[src/core/ccrb_pkg.sv]
// Package for the charger configuration register bank: map, layouts, reset values, states
package ccrb_pkg;

  // Seven-bit serial slave address (write 0x28, read 0x29 on the wire)
  localparam logic [6:0] DEV_ADDR = 7'h14;

  // Register byte addresses
  localparam logic [7:0] REG_ID = 8'h00;
  localparam logic [7:0] REG_REV = 8'h01;
  localparam logic [7:0] REG_INPUT = 8'h02;
  localparam logic [7:0] REG_TERM = 8'h03;
  localparam logic [7:0] REG_CHG = 8'h04;
  localparam logic [7:0] REG_VTH = 8'h05;
  localparam logic [7:0] REG_TMR = 8'h06;
  localparam logic [7:0] REG_FUNA = 8'h07;
  localparam logic [7:0] REG_FUNB = 8'h08;
  localparam logic [7:0] REG_EVEN = 8'h09;
  localparam logic [7:0] REG_EVPEND = 8'h0A;
  localparam logic [7:0] REG_STA = 8'h0B;
  localparam logic [7:0] REG_STB = 8'h0C;
  localparam logic [7:0] REG_FAULT = 8'h0D;
  localparam logic [7:0] REG_SHORT = 8'h10;

  // Values after reset
  localparam logic [7:0] RST_INPUT = 8'h00;
  localparam logic [7:0] RST_TERM = 8'h8D;
  localparam logic [7:0] RST_CHG = 8'h1E;
  localparam logic [7:0] RST_VTH = 8'h6B;
  localparam logic [7:0] RST_TMR = 8'h18;
  localparam logic [7:0] RST_FUNA = 8'h47;
  localparam logic [7:0] RST_EVEN = 8'h00;
  localparam logic [7:0] RST_FAULT = 8'h00;
  localparam logic [7:0] RST_SHORT = 8'h84;

  // Writable bit masks per register
  localparam logic [7:0] MSK_INPUT = 8'h1F;
  localparam logic [7:0] MSK_TERM = 8'hFF;
  localparam logic [7:0] MSK_CHG = 8'hDF;
  localparam logic [7:0] MSK_VTH = 8'h7F;
  localparam logic [7:0] MSK_TMR = 8'h3E;
  localparam logic [7:0] MSK_FUNA = 8'hF7;
  localparam logic [7:0] MSK_EVEN = 8'hFF;
  localparam logic [7:0] MSK_FAULT = 8'h0F;
  localparam logic [7:0] MSK_SHORT = 8'hE7;

  // Field positions
  localparam int CHG_C20_BIT = 7;
  localparam int CHG_C10_BIT = 6;
  localparam int CHG_HIGH_BIT = 5;
  localparam int TMR_KICK_BIT = 0;

  // Bit count of one serial byte
  localparam logic [3:0] BYTE_BITS = 4'h8;

  // End-of-charge selection seen by the charger
  typedef enum logic [1:0] {
    EOC_FIXED = 2'h0,
    EOC_C10 = 2'h1,
    EOC_C20 = 2'h2
  } ccrb_eoc_t;

  // Serial slave states, one-hot
  typedef enum logic [8:0] {
    S_IDLE = 9'h001,
    S_ADDR = 9'h002,
    S_ACK_ADDR = 9'h004,
    S_SUB = 9'h008,
    S_ACK_SUB = 9'h010,
    S_WDATA = 9'h020,
    S_ACK_W = 9'h040,
    S_RDATA = 9'h080,
    S_ACK_R = 9'h100
  } ccrb_state_t;

endpackage : ccrb_pkg

[src/core/ccrb_top.sv]
// Charger configuration register bank behind a two-wire serial slave port
`timescale 1ns/1ps

module ccrb_top
  import ccrb_pkg::*;
#(
  parameter logic [3:0] MAKER_CODE = 4'hA, // Arbitrary value
  parameter logic [3:0] MODEL_CODE = 4'h3, // Arbitrary value
  parameter logic [3:0] REV_CODE = 4'h2 // Arbitrary value
) (
  input wire logic clk_sys,
  input wire logic reset,
  input wire logic scl_in,
  input wire logic sda_in,
  output logic sda_out,
  output logic sda_oe,
  input wire logic [7:0] event_pending_in,
  input wire logic [7:0] charger_state_a_in,
  input wire logic [7:0] charger_state_b_in,
  input wire logic [3:0] fault_set,
  output logic [3:0] input_current_limit,
  output logic [5:0] termination_voltage,
  output logic [1:0] termination_current,
  output ccrb_eoc_t end_of_charge_mode,
  output logic [2:0] fast_charge_current,
  output logic [1:0] trickle_current,
  output logic [1:0] recharge_threshold,
  output logic [1:0] dead_battery_threshold,
  output logic [2:0] weak_battery_threshold,
  output logic complete_timer_enable,
  output logic charge_timer_enable,
  output logic charge_timer_period,
  output logic watchdog_enable,
  output logic watchdog_period,
  output logic watchdog_kick,
  output logic temp_profile_enable,
  output logic peak_shutdown_disable,
  output logic battery_monitor_force,
  output logic thermistor_source_force,
  output logic end_of_charge_enable,
  output logic trickle_enable,
  output logic charger_enable,
  output logic [7:0] event_enable,
  output logic [3:0] fault_flags,
  output logic [2:0] short_timeout_sel,
  output logic [2:0] short_voltage_sel
);

  // Whole module state in one record
  typedef struct packed {
    logic [2:0] scl_s;
    logic [2:0] sda_s;
    logic scl_f;
    logic sda_f;
    ccrb_state_t state;
    logic [3:0] cnt;
    logic [7:0] shreg;
    logic [7:0] tx;
    logic rw;
    logic [7:0] sub;
    logic sda_low;
    logic kick;
    logic [7:0] r_input;
    logic [7:0] r_term;
    logic [7:0] r_chg;
    logic [7:0] r_vth;
    logic [7:0] r_tmr;
    logic [7:0] r_funa;
    logic [7:0] r_even;
    logic [7:0] r_fault;
    logic [7:0] r_short;
  } ccrb_st_t;

  ccrb_st_t st;
  ccrb_st_t next_st;
  logic scl_lvl;
  logic sda_lvl;
  logic scl_rise;
  logic scl_fall;
  logic bus_start;
  logic bus_stop;
  logic [7:0] rd_val;
  logic wr_stb;

  // Filtered levels: a change counts once stages two and three agree
  assign scl_lvl = (st.scl_s[1] == st.scl_s[2]) ? st.scl_s[2] : st.scl_f;
  assign sda_lvl = (st.sda_s[1] == st.sda_s[2]) ? st.sda_s[2] : st.sda_f;
  assign scl_rise = scl_lvl & ~st.scl_f;
  assign scl_fall = ~scl_lvl & st.scl_f;
  // Start and stop are data edges while the clock stays high
  assign bus_start = st.scl_f & scl_lvl & st.sda_f & ~sda_lvl;
  assign bus_stop = st.scl_f & scl_lvl & ~st.sda_f & sda_lvl;

  // Read multiplexer on the current subaddress
  always_comb begin
    if (st.sub == REG_ID) begin
      rd_val = {MAKER_CODE, MODEL_CODE};
    end else if (st.sub == REG_REV) begin
      rd_val = {4'h0, REV_CODE};
    end else if (st.sub == REG_INPUT) begin
      rd_val = st.r_input;
    end else if (st.sub == REG_TERM) begin
      rd_val = st.r_term;
    end else if (st.sub == REG_CHG) begin
      rd_val = st.r_chg | (8'h01 << CHG_HIGH_BIT);
    end else if (st.sub == REG_VTH) begin
      rd_val = st.r_vth;
    end else if (st.sub == REG_TMR) begin
      rd_val = st.r_tmr; // Kick bit is write-only and reads zero
    end else if (st.sub == REG_FUNA) begin
      rd_val = st.r_funa;
    end else if (st.sub == REG_EVEN) begin
      rd_val = st.r_even;
    end else if (st.sub == REG_EVPEND) begin
      rd_val = event_pending_in;
    end else if (st.sub == REG_STA) begin
      rd_val = charger_state_a_in;
    end else if (st.sub == REG_STB) begin
      rd_val = charger_state_b_in & 8'hF7;
    end else if (st.sub == REG_FAULT) begin
      rd_val = st.r_fault;
    end else if (st.sub == REG_SHORT) begin
      rd_val = st.r_short;
    end else begin
      rd_val = 8'h00;
    end
  end

  // Next state: synchronisers, serial slave, register writes
  always_comb begin
    logic [7:0] fclr;
    fclr = 8'h00;
    next_st = st;
    wr_stb = 1'b0;
    next_st.kick = 1'b0;
    next_st.scl_s = {st.scl_s[1:0], scl_in};
    next_st.sda_s = {st.sda_s[1:0], sda_in};
    next_st.scl_f = scl_lvl;
    next_st.sda_f = sda_lvl;
    if (bus_start) begin
      next_st.state = S_ADDR;
      next_st.cnt = 4'h0;
      next_st.sda_low = 1'b0;
    end else if (bus_stop) begin
      next_st.state = S_IDLE;
      next_st.sda_low = 1'b0;
    end else begin
      // Sample on rising clock, in every receiving state
      if (scl_rise && st.state != S_IDLE) begin
        next_st.shreg = {st.shreg[6:0], sda_lvl};
        next_st.cnt = st.cnt + 4'h1;
      end
      // All line changes happen on the falling clock
      if (scl_fall) begin
        case (st.state)
          S_ADDR: begin
            if (st.cnt == BYTE_BITS) begin
              if (st.shreg[7:1] == DEV_ADDR) begin
                next_st.state = S_ACK_ADDR;
                next_st.rw = st.shreg[0];
                next_st.sda_low = 1'b1;
              end else begin
                next_st.state = S_IDLE; // Another slave's address
              end
            end
          end
          S_ACK_ADDR: begin
            next_st.cnt = 4'h0;
            if (st.rw) begin
              next_st.state = S_RDATA;
              next_st.tx = rd_val;
              next_st.sda_low = ~rd_val[7];
            end else begin
              next_st.state = S_SUB;
              next_st.sda_low = 1'b0;
            end
          end
          S_SUB: begin
            if (st.cnt == BYTE_BITS) begin
              next_st.sub = st.shreg;
              next_st.state = S_ACK_SUB;
              next_st.sda_low = 1'b1;
            end
          end
          S_ACK_SUB: begin
            next_st.state = S_WDATA;
            next_st.cnt = 4'h0;
            next_st.sda_low = 1'b0;
          end
          S_WDATA: begin
            if (st.cnt == BYTE_BITS) begin
              wr_stb = 1'b1;
              next_st.state = S_ACK_W;
              next_st.sda_low = 1'b1;
              // Only documented fields take the data
              if (st.sub == REG_INPUT) begin
                next_st.r_input = st.shreg & MSK_INPUT;
              end else if (st.sub == REG_TERM) begin
                next_st.r_term = st.shreg & MSK_TERM;
              end else if (st.sub == REG_CHG) begin
                next_st.r_chg = st.shreg & MSK_CHG;
              end else if (st.sub == REG_VTH) begin
                next_st.r_vth = st.shreg & MSK_VTH;
              end else if (st.sub == REG_TMR) begin
                next_st.r_tmr = st.shreg & MSK_TMR;
                next_st.kick = st.shreg[TMR_KICK_BIT];
              end else if (st.sub == REG_FUNA) begin
                next_st.r_funa = st.shreg & MSK_FUNA;
              end else if (st.sub == REG_EVEN) begin
                next_st.r_even = st.shreg & MSK_EVEN;
              end else if (st.sub == REG_FAULT) begin
                fclr = st.shreg & MSK_FAULT; // Write one clears
              end else if (st.sub == REG_SHORT) begin
                next_st.r_short = st.shreg & MSK_SHORT;
              end
            end
          end
          S_ACK_W: begin
            next_st.sub = st.sub + 8'h01;
            next_st.state = S_WDATA;
            next_st.cnt = 4'h0;
            next_st.sda_low = 1'b0;
          end
          S_RDATA: begin
            if (st.cnt == BYTE_BITS) begin
              next_st.sub = st.sub + 8'h01;
              next_st.state = S_ACK_R;
              next_st.sda_low = 1'b0;
            end else begin
              next_st.tx = {st.tx[6:0], 1'b0};
              next_st.sda_low = ~st.tx[6];
            end
          end
          S_ACK_R: begin
            // Host acknowledge low means another byte is wanted
            if (st.shreg[0]) begin
              next_st.state = S_IDLE;
              next_st.sda_low = 1'b0;
            end else begin
              next_st.state = S_RDATA;
              next_st.cnt = 4'h0;
              next_st.tx = rd_val;
              next_st.sda_low = ~rd_val[7];
            end
          end
          default: begin
            next_st.sda_low = 1'b0;
          end
        endcase
      end
    end
    // Hardware set wins over a clear in the same cycle
    next_st.r_fault = (st.r_fault & ~fclr) | {4'h0, fault_set};
  end

  // State register; reset stands for loss of input power
  always_ff @(posedge clk_sys or posedge reset) begin
    if (reset) begin
      st <= '0;
      st.scl_s <= 3'h7;
      st.sda_s <= 3'h7;
      st.scl_f <= 1'b1;
      st.sda_f <= 1'b1;
      st.state <= S_IDLE;
      st.r_input <= RST_INPUT;
      st.r_term <= RST_TERM;
      st.r_chg <= RST_CHG;
      st.r_vth <= RST_VTH;
      st.r_tmr <= RST_TMR;
      st.r_funa <= RST_FUNA;
      st.r_even <= RST_EVEN;
      st.r_fault <= RST_FAULT;
      st.r_short <= RST_SHORT;
    end else begin
      st <= next_st;
    end
  end

  // Open-drain data line: drive low only
  assign sda_out = 1'b0;
  assign sda_oe = st.sda_low;

  // C/20 beats C/10 beats the fixed current
  assign end_of_charge_mode = st.r_chg[CHG_C20_BIT] ? EOC_C20 :
    (st.r_chg[CHG_C10_BIT] ? EOC_C10 : EOC_FIXED);

  // Field outputs straight from the registers
  assign input_current_limit = st.r_input[3:0];
  assign termination_voltage = st.r_term[7:2];
  assign termination_current = st.r_term[1:0];
  assign fast_charge_current = st.r_chg[4:2];
  assign trickle_current = st.r_chg[1:0];
  assign recharge_threshold = st.r_vth[6:5];
  assign dead_battery_threshold = st.r_vth[4:3];
  assign weak_battery_threshold = st.r_vth[2:0];
  assign complete_timer_enable = st.r_tmr[5];
  assign charge_timer_enable = st.r_tmr[4];
  assign charge_timer_period = st.r_tmr[3];
  assign watchdog_enable = st.r_tmr[2];
  assign watchdog_period = st.r_tmr[1];
  assign watchdog_kick = st.kick;
  assign temp_profile_enable = st.r_funa[7];
  assign peak_shutdown_disable = st.r_funa[6];
  assign battery_monitor_force = st.r_funa[5];
  assign thermistor_source_force = st.r_funa[4];
  assign end_of_charge_enable = st.r_funa[2];
  assign trickle_enable = st.r_funa[1];
  assign charger_enable = st.r_funa[0];
  assign event_enable = st.r_even;
  assign fault_flags = st.r_fault[3:0];
  assign short_timeout_sel = st.r_short[7:5];
  assign short_voltage_sel = st.r_short[2:0];
endmodule : ccrb_top

[config.mk]
export PLATFORM = sky130hd
export DESIGN_NAME = ccrb_top
export DESIGN_NICKNAME = d
export VERILOG_FILES = /design/src/core/ccrb_pkg.sv /design/src/core/ccrb_top.sv
export SDC_FILE = /design/constraint.sdc
export NUM_CORES = 1
export LEC_CHECK = 0
export ABC_AREA = 1
export BUFFER_PORTS_ARGS = -buffer_cell sky130_fd_sc_hd__buf_2
export CAP_MARGIN = 20
export CORE_MARGIN = 4
export CORE_UTILIZATION = 58
export DETAILED_ROUTE_END_ITERATION = 8
export PLACE_DENSITY_LB_ADDON = 0.3
export RECOVER_POWER = 100
export SETUP_SLACK_MARGIN = 0.15
export SKIP_CTS_REPAIR_TIMING = 1
export SYNTH_ARGS = -nofsm -noshare
export SYNTH_HDL_FRONTEND = slang
export SYNTH_SLANG_ARGS = --single-unit
[constraint.sdc]
create_clock -name clk_sys -period 5.1 [get_ports clk_sys]
set_clock_uncertainty 0.2 [all_clocks]
set_input_delay 1.02 -clock clk_sys [delete_from_list [all_inputs] [get_ports clk_sys]]
set_output_delay 1.02 -clock clk_sys [all_outputs]
set_load 0.01 [all_outputs]
Word-level counts from Yosys, hierarchy flattened
Index checks and enable logic that the tools add are counted.
- logic and storage cells: 195
- register bits after elaboration: 109
- output and inout port bits: 59
- bits of input ports: 32
- bitwise logic cells: 26
- multiplexer cells: 87
- add/sub/neg operators: 2
- equal/unequal tests: 37
- reductions and logical operators: 22
- operators by type and width (operator ; count):
    $mux 8 ; 25
    $mux 57 ; 3
    $mux 75 ; 1
    $pmux 9 s7 ; 1
    $mux 58 ; 1
    $mux 4 ; 14
    $mux 9 ; 6
    $mux 48 ; 1
    $pmux 8 s3 ; 2
    $eq 8x4->1 const B ; 5
    $mux 40 ; 1
    $eq 8x3->1 const B ; 4
    $mux 31 ; 1
    $mux 29 ; 1
    $mux 13 ; 2
    $reduce_and 6->1 ; 4
    $mux 22 ; 1
    $ne 4x4->1 const B ; 5
    $mux 1 ; 18
    $eq 8x2->1 const B ; 2
    $mux 16 ; 1
    $not 1->1 ; 16
    $reduce_and 14->1 ; 1
    $reduce_and 7->1 ; 2
    42 further kinds ; 56

Logic depth before layout (Yosys ltp)
Gate-level depths: netlist (run 1).
- depth after elaboration: 21
- mapped depth: 18

Least setup slack after synthesis (run 1)
Ideal clock, no wire load.
- kind: reg-to-reg
- start: register st[74] (netlist name)
- end: register st (netlist bit charger_enable)
- buffers on the path: 1
- data arrival time: 1723 ps
- required time: 4828 ps
- path slack: 3105 ps
- stages on the path, launching flop included: 12
- clock period less this slack: 1995 ps
- cell sequence: dfrtp_1 > inv_1 > ha_1 > inv_1 > nor2_1 > nand2_2 > inv_2 > nor2_1 > nand4_1 > buf_2 > nand2_1 > o21ai_1
- longest elaborated chain between the ends: 3
- elaborated cells on any way between the ends: 12
- RTL lines (item ; RTL line ; RTL):
    start: declaration ; ccrb_top.sv:74 ; ccrb_st_t st;
    start signal: assignment ; ccrb_top.sv:275 ; st <= next_st;
    $eq 8x3->1 (tied with other cells) ; ccrb_top.sv:204 ; end else if (st.sub == REG_TMR) begin
    $not 1->1 (no line) ; n/a ;
    $reduce_and 11->1 (no line) (*) ; n/a ;
Mark *: on every way between the ends. The rest lies on a longest branch, timed or not.
A chain may end at the register's enable or synchronous reset.

==> results of run 1 <==
-- where the power goes --
part / internal [mW] / total (mW) / switching (mW) / leakage (nW)
clock: 0.210 / 0.506 / 0.296 / 0.0950
sequential: 0.894 / 0.949 / 0.0542 / 1.28
combinational: 0.113 / 0.456 / 0.344 / 1.75
-- logic make-up after synthesis --
family / after synthesis
compound gates: 153
xor+xnor: 6
simple gates: 376
other cells: 1
buf+inv: 143
fa+ha+maj: 6
flops: 104
-- cell type report --
cell class	count	area, um^2	area share, %
inverter	83	312.8	4.962
multi-input combinational	542	2587	41.05
tap	133	166.4	2.640
clock buffer	11	152.6	2.422
clock inverter	5	38.79	0.6153
sequential	104	2640	41.88
timing repair buffer	90	405.4	6.431
-- layer usage --
layer / global-route usage, % / vias to the layer above
li1: - / 2608
met1: 34.62 / 2579
met2: 43.98 / 244
met3: 4.756 / 40
met4: 10.95 / 0
met5: 0 / -
-- placed cells by master, fill, tap and decap left out, types with 2 or more instances in the layout --
master    Yosys  final
o211ai_1      7      7
nand4_1      13     14
dfstp_2      30      6
xor2_1        6      6
nor3_2        3      2
o21ai_0      69     90
buf_2         5     51
o22ai_1      10     10
nand3_1      36     38
nor2_1       72     74
or2_0         2      2
nor3_1       13     14
o21ai_1      26      6
nor2_4        8      6
nand2_2       4      4
clkbuf_1      9     39
nor2_2        8      8
inv_2        16     14
nor4_1        3      4
a21oi_1      34     34
clkbuf_8      0      9
clkinv_4      0      2
dfstp_1       0     24
nand2_1     207    207
inv_1        67     68
dfrtp_1      74     74
ha_1          6      6
-- metrics by stage --
| step | util [%] | hold WS (ns) | setup WS (ns) | std cells | instance area (um^2) |
|---|---|---|---|---|---|
| after floorplan | - | 0.1452 | 1.197 | 789 | 6000 |
| after global placement | 62.73 | 0.1461 | 2.457 | 952 | 6216 |
| after detailed placement | 62.73 | 0.1469 | 2.402 | 952 | 6216 |
| after CTS | 64.66 | 0.1606 | 2.377 | 968 | 6407 |
| after global routing | 63.61 | 0.1697 | 1.392 | 968 | 6304 |
| final | 63.61 | 0.1644 | 1.848 | 968 | 6304 |
-- state kept, by name (all words and copies together) (netlist names), 3 cells and up --
signal and flops:
event_enable 8, termination_voltage 6, fault_flags 4, fast_charge_current 3, short_timeout_sel 3, next_st 4
input_current_limit 4, st 44, short_voltage_sel 3, weak_battery_threshold 3
-- worst max-delay path by stage --
| stage | cells after the start | end | slack (ns) |
|---|---|---|---|
| 2_1_floorplan | 1 | battery_monitor_force | 1.20 |
| 3_3_place_gp | 9 | thermistor_source_force | 2.46 |
| 3_5_place_dp | 9 | thermistor_source_force | 2.40 |
| 4_1_cts | 8 | peak_shutdown_disable | 2.38 |
| 5_1_grt | 3 | termination_voltage[5] | 1.39 |
| 6_report | 3 | fast_charge_current[2] | 1.85 |
==> impl_metrics.json, run 1 <==
{
  "r2r_setup_slack_ns": 1.93,
  "hold_path_class": "reg -> reg",
  "critPathMaxStageDelay_ns": 1.76,
  "startpoint": "reset",
  "worst_setup_path_end_kind": "asynchronous set/reset pin",
  "insertion_delay_ns": 0.38,
  "ys_ff_latch": 104,
  "status": "complete, but fails checks",
  "wl_per_cell_um": 16.01,
  "hold_violations": 0,
  "postRouteAntennaNets": 0,
  "hpwlAfterDp_um": 11410,
  "drt_pass1_iterations": 5,
  "place_congestion": 0.9450,
  "holdPathStages": 0,
  "relSlewSlack_pct": -109.8,
  "synth_mux_area_share_pct": 0,
  "tns_ns": 0,
  "wl_met2_um": 7497,
  "cts_tree": "built",
  "r2r-end": "st[76]",
  "clockBufferDepth": 2,
  "crit_required_ns": 5.40,
  "power_density_nw_per_um2": 303.2,
  "ys.flop_type": "dfrtp_1",
  "tightest_slew_ns": 3.130,
  "fillCellCount": 889,
  "cts_sinks": 104,
  "path_buf_inv": 3,
  "synth.top_cell.area_share_pct": 30.87,
  "synth_xor_area_share_pct": 0.8759,
  "synth-adder-area-share_pct": 1.251,
  "reg2reg_depth": 7,
  "hold_end": "next_st[116]",
  "synth-edff-count": 0,
  "period_share_pct": 63.76,
  "clkSlewWorstSetupHoldPaths_ns": 0.10,
  "seq_area_frac_synth_pct": 44.00,
  "synth-compound-area-share_pct": 13.74,
  "yosysWarnings": 0,
  "track_usage_pct": 26.62,
  "wl_met3_um": 1089,
  "finalPower_mw": 1.911,
  "maxCapViolCount": 1,
  "min_period_ns": 3.252,
  "syn_inst": 789,
  "critPathMaxFanout": 73,
  "routed_wl_um": 15500,
  "startpoint_type": "primary input",
  "setup_violations": 0,
  "vias": 5471,
  "first_global_vias": 5141,
  "rows": 36,
  "avgViaCountPerCell": 5.652,
  "synth_top_family_by_area": "simple AND/OR/NAND/NOR gates",
  "nets": 868,
  "rr_startpoint": "st[113]",
  "p_leak_nw": 3.123,
  "htreeDepth": 3,
  "failed_checks": "max-capacitance violations, max-slew violations",
  "dieArea_um2": 12040,
  "layout-drive-gt1-share_pct": 13.29,
  "antenna-diode-count": 0,
  "portBuffers": 88,
  "synthSimpleGateAreaFrac_pct": 28.07,
  "arrival_ns": 3.55,
  "grt_max_degree": 74,
  "synth_area_per_cell_um2": 7.604,
  "syn_nets": 827,
  "coreArea_um2": 9910,
  "drc": 0,
  "async_reset_ff_share_pct": 100.0,
  "cts-root-buf": "clkbuf_8",
  "top_layer": "met4",
  "boundaryPins": 91,
  "synth_area_um2": 6000,
  "syn2layout_area_growth_pct": 5.068,
  "synthTopCellsByCount": "nand2_1, dfrtp_1, nor2_1",
  "path_class": "in -> async",
  "peakVddDrop_uv": 293.7,
  "drtIter0Drc": 474,
  "die_h_um": 109.7,
  "die_x_um": 109.7,
  "start_util_pct": 60.54,
  "ys_types": 38,
  "wl_met1_um": 6458,
  "cts_buffers": 9,
  "crit_path_top_delay_cell": "clkinvlp_2",
  "cp_cell_sequence": "buf_2 -> clkinvlp_2 -> buf_4",
  "overflow": 0,
  "min_from": "next_st[115]",
  "rsz0062_at_grt": "false",
  "antenna_found_initial": 0,
  "grt_pass1_wl_um": 24810,
  "yosys-top-cells-area": "dfrtp_1, dfstp_2, nand2_1, o21ai_0, buf_4",
  "slew_viol_final": 74,
  "fmax_mhz": 307.5,
  "synth.most_common_cell": "nand2_1",
  "synth_top_area_cell": "dfrtp_1",
  "cp_top_family": "buffers and inverters"
}
No activity file was read; power rests on OpenSTA's default activity.
==> run 2, diff against run 1 <==
--- a/config.mk
+++ b/config.mk
@@ -5,7 +5,7 @@
 export SDC_FILE = /design/constraint.sdc
 export NUM_CORES = 1
 export LEC_CHECK = 0
-export ABC_AREA = 1
+export ABC_AREA = 0
 export BUFFER_PORTS_ARGS = -buffer_cell sky130_fd_sc_hd__buf_2
 export CAP_MARGIN = 20
 export CORE_MARGIN = 4
==> constraint.sdc (replaced) <==
create_clock -name clk_sys -period 3.2 [get_ports clk_sys]
set_clock_uncertainty 0.2 [all_clocks]
set_input_delay 0.64 -clock clk_sys [delete_from_list [all_inputs] [get_ports clk_sys]]
set_output_delay 0.64 -clock clk_sys [all_outputs]
set_load 0.01 [all_outputs]
==> run 2 against run 1 <==
Net effect: the flow still finishes with violations (max-capacitance violations, max-slew violations); first-iteration DRC count increased by 61%; sequential share of layout area down 3.0 points; synthesized cell count is 18% lower; critical path depth up 4; register-to-register slack lost 1.7 ns; global-route usage grew 2.7 points; clock-buffer cell count decreased by 1; core utilization increased by 1.6 points; via count shrank 0.20%; largest power group unchanged; highest routed layer unchanged.
==> impl_metrics.json, run 2 <==
{
  "postRouteAntennaNets": 0,
  "crit_path_end": "st[84]",
  "path_class": "reg -> reg",
  "largest_register_ff_count": 44,
  "dieArea_um2": 12470,
  "final_cell_mix": "dfrtp_1, nand2_1, buf_2",
  "first_global_vias": 5384,
  "r2r-end": "st[84]",
  "crit_path_top_delay_cell": "or4_1",
  "cp_top_family": "compound AO/OA/AOI/OAI gates",
  "clockBufferDepth": 2,
  "relSlewSlack_pct": -13.57,
  "final_common_cell": "dfrtp_1",
  "rr_startpoint": "st[79]",
  "startpoint": "st[79]",
  "cp_cell_sequence": "or4_1 -> buf_2 -> nor3_2 -> a221oi_1 -> o311ai_1 -> a311oi_1 -> a21oi_1",
  "start_util_pct": 59.84,
  "boundaryPins": 91,
  "coreArea_um2": 10420,
  "startpoint_type": "flip-flop",
  "p_leak_nw": 2.957,
  "antenna_found_initial": 0,
  "overflow": 0,
  "failed_checks": "max-capacitance violations, max-slew violations",
  "seq_area_frac_synth_pct": 42.35,
  "setup_violations": 0,
  "critPathMaxFanout": 22,
  "die_x_um": 111.7,
  "tns_ns": 0,
  "track_usage_pct": 29.29,
  "critPathMaxStageDelay_ns": 0.54,
  "arrival_ns": 3.07,
  "layoutNonFillerInstCount": 842,
  "fin_util_pct": 65.25,
  "status": "complete, but fails checks",
  "cts_buffers": 9,
  "setup_ws_ns": 0.2277,
  "wl_per_cell_um": 21.53,
  "yosysWarnings": 0,
  "tightest_slew_ns": 1.694,
  "routed_wl_um": 18130,
  "cts_tree": "built",
  "hold_path_class": "in -> reg",
  "drc": 0,
  "async_reset_ff_share_pct": 100.0,
  "peakVddDrop_uv": 400.3,
  "path_buf_inv": 1,
  "hold_slack_ns": 0.1560,
  "cts_sinks": 104,
  "grt_pass1_wl_um": 29370,
  "post_dp_cell_area_um2": 6650,
  "reg2reg_depth": 7,
  "htreeDepth": 3,
  "synth-edff-count": 0,
  "synth_area_per_cell_um2": 9.649,
  "crit_required_ns": 3.30,
  "hpwlAfterDp_um": 12890,
  "pre_cts_ws_ns": 0.3523,
  "period_share_pct": 92.88,
  "ys_types": 79,
  "hold_violations": 0,
  "worst_setup_path_end_kind": "flip-flop",
  "ys_ff_latch": 104,
  "syn2layout_area_growth_pct": 9.033,
  "yosys-top-cells-area": "dfrtp_1, dfstp_2, mux2_1, buf_4, nand2_1",
  "power_density_nw_per_um2": 411.2,
  "rows": 37,
  "drtIter0Drc": 765,
  "cp.depth": 7,
  "maxCapViolCount": 1,
  "die_h_um": 111.7,
  "grt_max_degree": 44,
  "layout-drive-gt1-share_pct": 18.56,
  "r2r_setup_slack_ns": 0.23,
  "fmax_mhz": 336.4,
  "nets": 739,
  "largest-register": "st",
  "place_congestion": 0.9911,
  "rsz0062_at_grt": "false",
  "vias": 5460,
  "post-route-cell-area_um2": 6797,
  "cts-root-buf": "clkbuf_8",
  "dpl.cell_count": 825,
  "fillCellCount": 880,
  "drt_pass1_iterations": 6,
  "synth_area_um2": 6233,
  "slew_viol_final": 39,
  "synth.most_common_cell": "dfrtp_1",
  "clkSlewWorstSetupHoldPaths_ns": 0.10,
  "synth.top_cell.area_share_pct": 29.71,
  "insertion_delay_ns": 0.38,
  "synthTopCellsByCount": "dfrtp_1, nand2_1, mux2_1",
  "ys.flop_type": "dfrtp_1",
  "synth_top_area_cell": "dfrtp_1",
  "syn_inst": 646,
  "syn_nets": 684,
  "antenna-diode-count": 0,
  "finalPower_mw": 2.795,
  "portBuffers": 88,
  "avgViaCountPerCell": 6.485,
  "min_period_ns": 2.972
}
[run 2: metal layers]
layer	track usage (%)	vias up	wire, um
met5	0	-	0
met4	8.435	0	322
met3	5.543	34	1785
met2	45.32	311	8129
met1	42.20	2682	7893
li1	-	2433	-
[run 2: power breakdown]
group / total [mW] / internal (mW) / switching [mW]
clock network: 1.03 / 0.546 / 0.483
registers: 1.56 / 1.37 / 0.186
logic: 0.207 / 0.0850 / 0.123
[run 2: final cells by class]
class	count	area (um^2)	share of cell area, %
Tap cell	136	170.2	2.504
Timing Repair Buffer	125	649.4	9.554
Sequential cell	104	2640	38.84
Clock inverter	6	112.6	1.657
Clock buffer	10	137.6	2.025
Multi-Input combinational cell	446	3029	44.57
Inverter	15	57.56	0.8468
[run 2: cells by family (layout without fill, tap and decap cells)]
family | Yosys count | in the layout | share of synthesized area, %
other cells | 1 | 1 | 0.06016
flops | 104 | 104 | 42.35
compound gates | 150 | 150 | 16.00
mux | 59 | 59 | 10.56
buf+inv | 96 | 156 | 8.812
fa+ha+maj | 7 | 7 | 1.365
simple gates | 224 | 224 | 20.15
xor+xnor | 5 | 5 | 0.7027
[run 2: how the worst min path moves through the flow]
stage / depth (start not counted) / endpoint / startpoint
2_1_floorplan: 0 / next_st[116] / next_st[115]
3_3_place_gp: 0 / next_st[119] / next_st[118]
3_5_place_dp: 0 / next_st[119] / next_st[118]
4_1_cts: 1 / next_st[115] / sda_in
5_1_grt: 1 / next_st[118] / scl_in
6_report: 1 / next_st[118] / scl_in
==> run 3, diff against run 2 <==
--- a/config.mk
+++ b/config.mk
@@ -10,8 +10,9 @@
 export CAP_MARGIN = 20
 export CORE_MARGIN = 4
 export CORE_UTILIZATION = 58
+export CTS_CLUSTER_DIAMETER = 40
 export DETAILED_ROUTE_END_ITERATION = 8
-export PLACE_DENSITY_LB_ADDON = 0.3
+export PLACE_DENSITY = 0.84
 export RECOVER_POWER = 100
 export SETUP_SLACK_MARGIN = 0.15
 export SKIP_CTS_REPAIR_TIMING = 1
==> run 3 against run 2 <==
Net effect: the flow still finishes with violations (max-capacitance violations, max-slew violations); design area fell by 0.98%; clock power fell by 28%; setup slack improved by 0.022 ns; non-clock buffer count did not move; power fell by 10%; critical path type unchanged; critical endpoint unchanged; largest cell class unchanged.
==> impl_metrics.json, run 3 (synthesis results as in run 2) <==
{
  "slew_viol_final": 66,
  "rsz0062_at_grt": "false",
  "period_share_pct": 92.21,
  "cp_cell_sequence": "inv_1 -> ha_1 -> or4b_1 -> nor3_1 -> a22oi_1 -> o311ai_1 -> a311oi_1 -> a21oi_1",
  "largest-register": "st",
  "rows": 37,
  "dieArea_um2": 12470,
  "path_class": "reg -> reg",
  "drc": 0,
  "r2r-end": "st[84]",
  "start_util_pct": 59.84,
  "status": "complete, but fails checks",
  "die_x_um": 111.7,
  "layout-drive-gt1-share_pct": 18.58,
  "arrival_ns": 3.07,
  "first_global_vias": 5235,
  "cts_tree": "built",
  "p_leak_nw": 2.930,
  "final_common_cell": "dfrtp_1",
  "fillCellCount": 914,
  "die_h_um": 111.7,
  "largest_register_ff_count": 44,
  "fmax_mhz": 338.9,
  "peakVddDrop_uv": 497.0,
  "holdPathStages": 1,
  "tns_ns": 0,
  "rr_startpoint": "st[74]",
  "startpoint_type": "flip-flop",
  "min_period_ns": 2.951,
  "boundaryPins": 91,
  "worst_setup_path_end_kind": "flip-flop",
  "wl_per_cell_um": 22.04,
  "clockBufferDepth": 2,
  "drt_pass1_iterations": 5,
  "hold_violations": 0,
  "antenna_found_initial": 0,
  "crit_required_ns": 3.32,
  "overflow": 0,
  "place_congestion": 0.9359,
  "pre_cts_ws_ns": 0.3668,
  "coreArea_um2": 10420,
  "setup_violations": 0,
  "hold_end": "next_st[118]",
  "tightest_slew_ns": 1.580,
  "routed_wl_um": 18540,
  "postRouteAntennaNets": 0,
  "crit_path_top_delay_cell": "or4b_1",
  "cts_sinks": 104,
  "critPathMaxFanout": 7,
  "cts-root-buf": "clkbuf_8",
  "portBuffers": 88,
  "cts_buffers": 9,
  "maxCapViolCount": 1,
  "hold_path_class": "in -> reg",
  "power_density_nw_per_um2": 373.7,
  "layoutNonFillerInstCount": 841,
  "track_usage_pct": 29.75,
  "avgViaCountPerCell": 6.483,
  "relSlewSlack_pct": -5.316,
  "vias": 5452,
  "critPathMaxStageDelay_ns": 0.59,
  "nets": 739,
  "antenna-diode-count": 0,
  "dpl.cell_count": 825,
  "grt_max_degree": 66,
  "cp_top_family": "compound AO/OA/AOI/OAI gates",
  "syn2layout_area_growth_pct": 7.969,
  "failed_checks": "max-capacitance violations, max-slew violations",
  "insertion_delay_ns": 0.39,
  "hpwlAfterDp_um": 13650,
  "clkSlewWorstSetupHoldPaths_ns": 0.10,
  "path_buf_inv": 1,
  "final_cell_mix": "dfrtp_1, nand2_1, buf_2",
  "min_from": "scl_in",
  "setup_ws_ns": 0.2493,
  "drtIter0Drc": 458,
  "reg2reg_depth": 8,
  "htreeDepth": 3,
  "grt_pass1_wl_um": 28970,
  "r2r_setup_slack_ns": 0.25
}
-- run 3: changes by cell type in the layout (fill, tap and decap cells not counted), sizes merged --
cell / before / now
dlygate4sd3: 0 / 1
clkbuf: 56 / 55
buf: 79 / 81
clkinv: 3 / 4
bufinv: 3 / 0
inv: 14 / 13
-- run 3: where the power goes --
part / leakage [nW] / internal, mW / switching [mW] / total [mW]
logic: 1.55 / 0.0876 / 0.121 / 0.208
registers: 1.29 / 1.37 / 0.194 / 1.56
clock network: 0.0866 / 0.301 / 0.441 / 0.742
total: 2.93 / 1.76 / 0.756 / 2.52
-- run 3: how the worst max path moves through the flow --
stage	depth (start not counted)	to	startpoint	slack, ns
2_1_floorplan	8	short_timeout_sel[1]	st[74]	0.61
3_3_place_gp	8	st[86]	st[74]	0.38
3_5_place_dp	8	st[89]	st[74]	0.37
4_1_cts	8	st[89]	st[74]	0.34
5_1_grt	6	st[76]	st[104]	0.09
6_report	8	st[84]	st[74]	0.25
-- run 3: layout make-up --
cell class	count	area (um^2)	area share, %
tap	136	170.2	2.528
clock inverter	3	18.77	0.2789
clock buffer	12	145.1	2.157
multi-input combinational	446	3030	45.03
timing repair buffer	125	668.1	9.928
sequential	104	2640	39.23
inverter	15	57.56	0.8552
-- run 3: per-stage QoR --
stage               hold WS, ns  power [mW]  util, %  instance area, um^2
floorplan                0.1452       1.647        -                 6237
global placement         0.1453       1.770    63.84                 6650
detailed placement       0.1468       1.793    63.84                 6650
CTS                    -0.07612       2.527    65.42                 6814
global route             0.1270       2.613    64.61                 6730
finish                   0.1441       2.515    64.61                 6730
-- run 3: routing by layer --
metal	up-vias	part of all wire, %	GRT usage, %
met5	-	0	0
met3	35	9.7	7.228
li1	2441	-	-
met1	2687	42	41.21
met2	289	46	46.28
met4	0	2.2	9.570
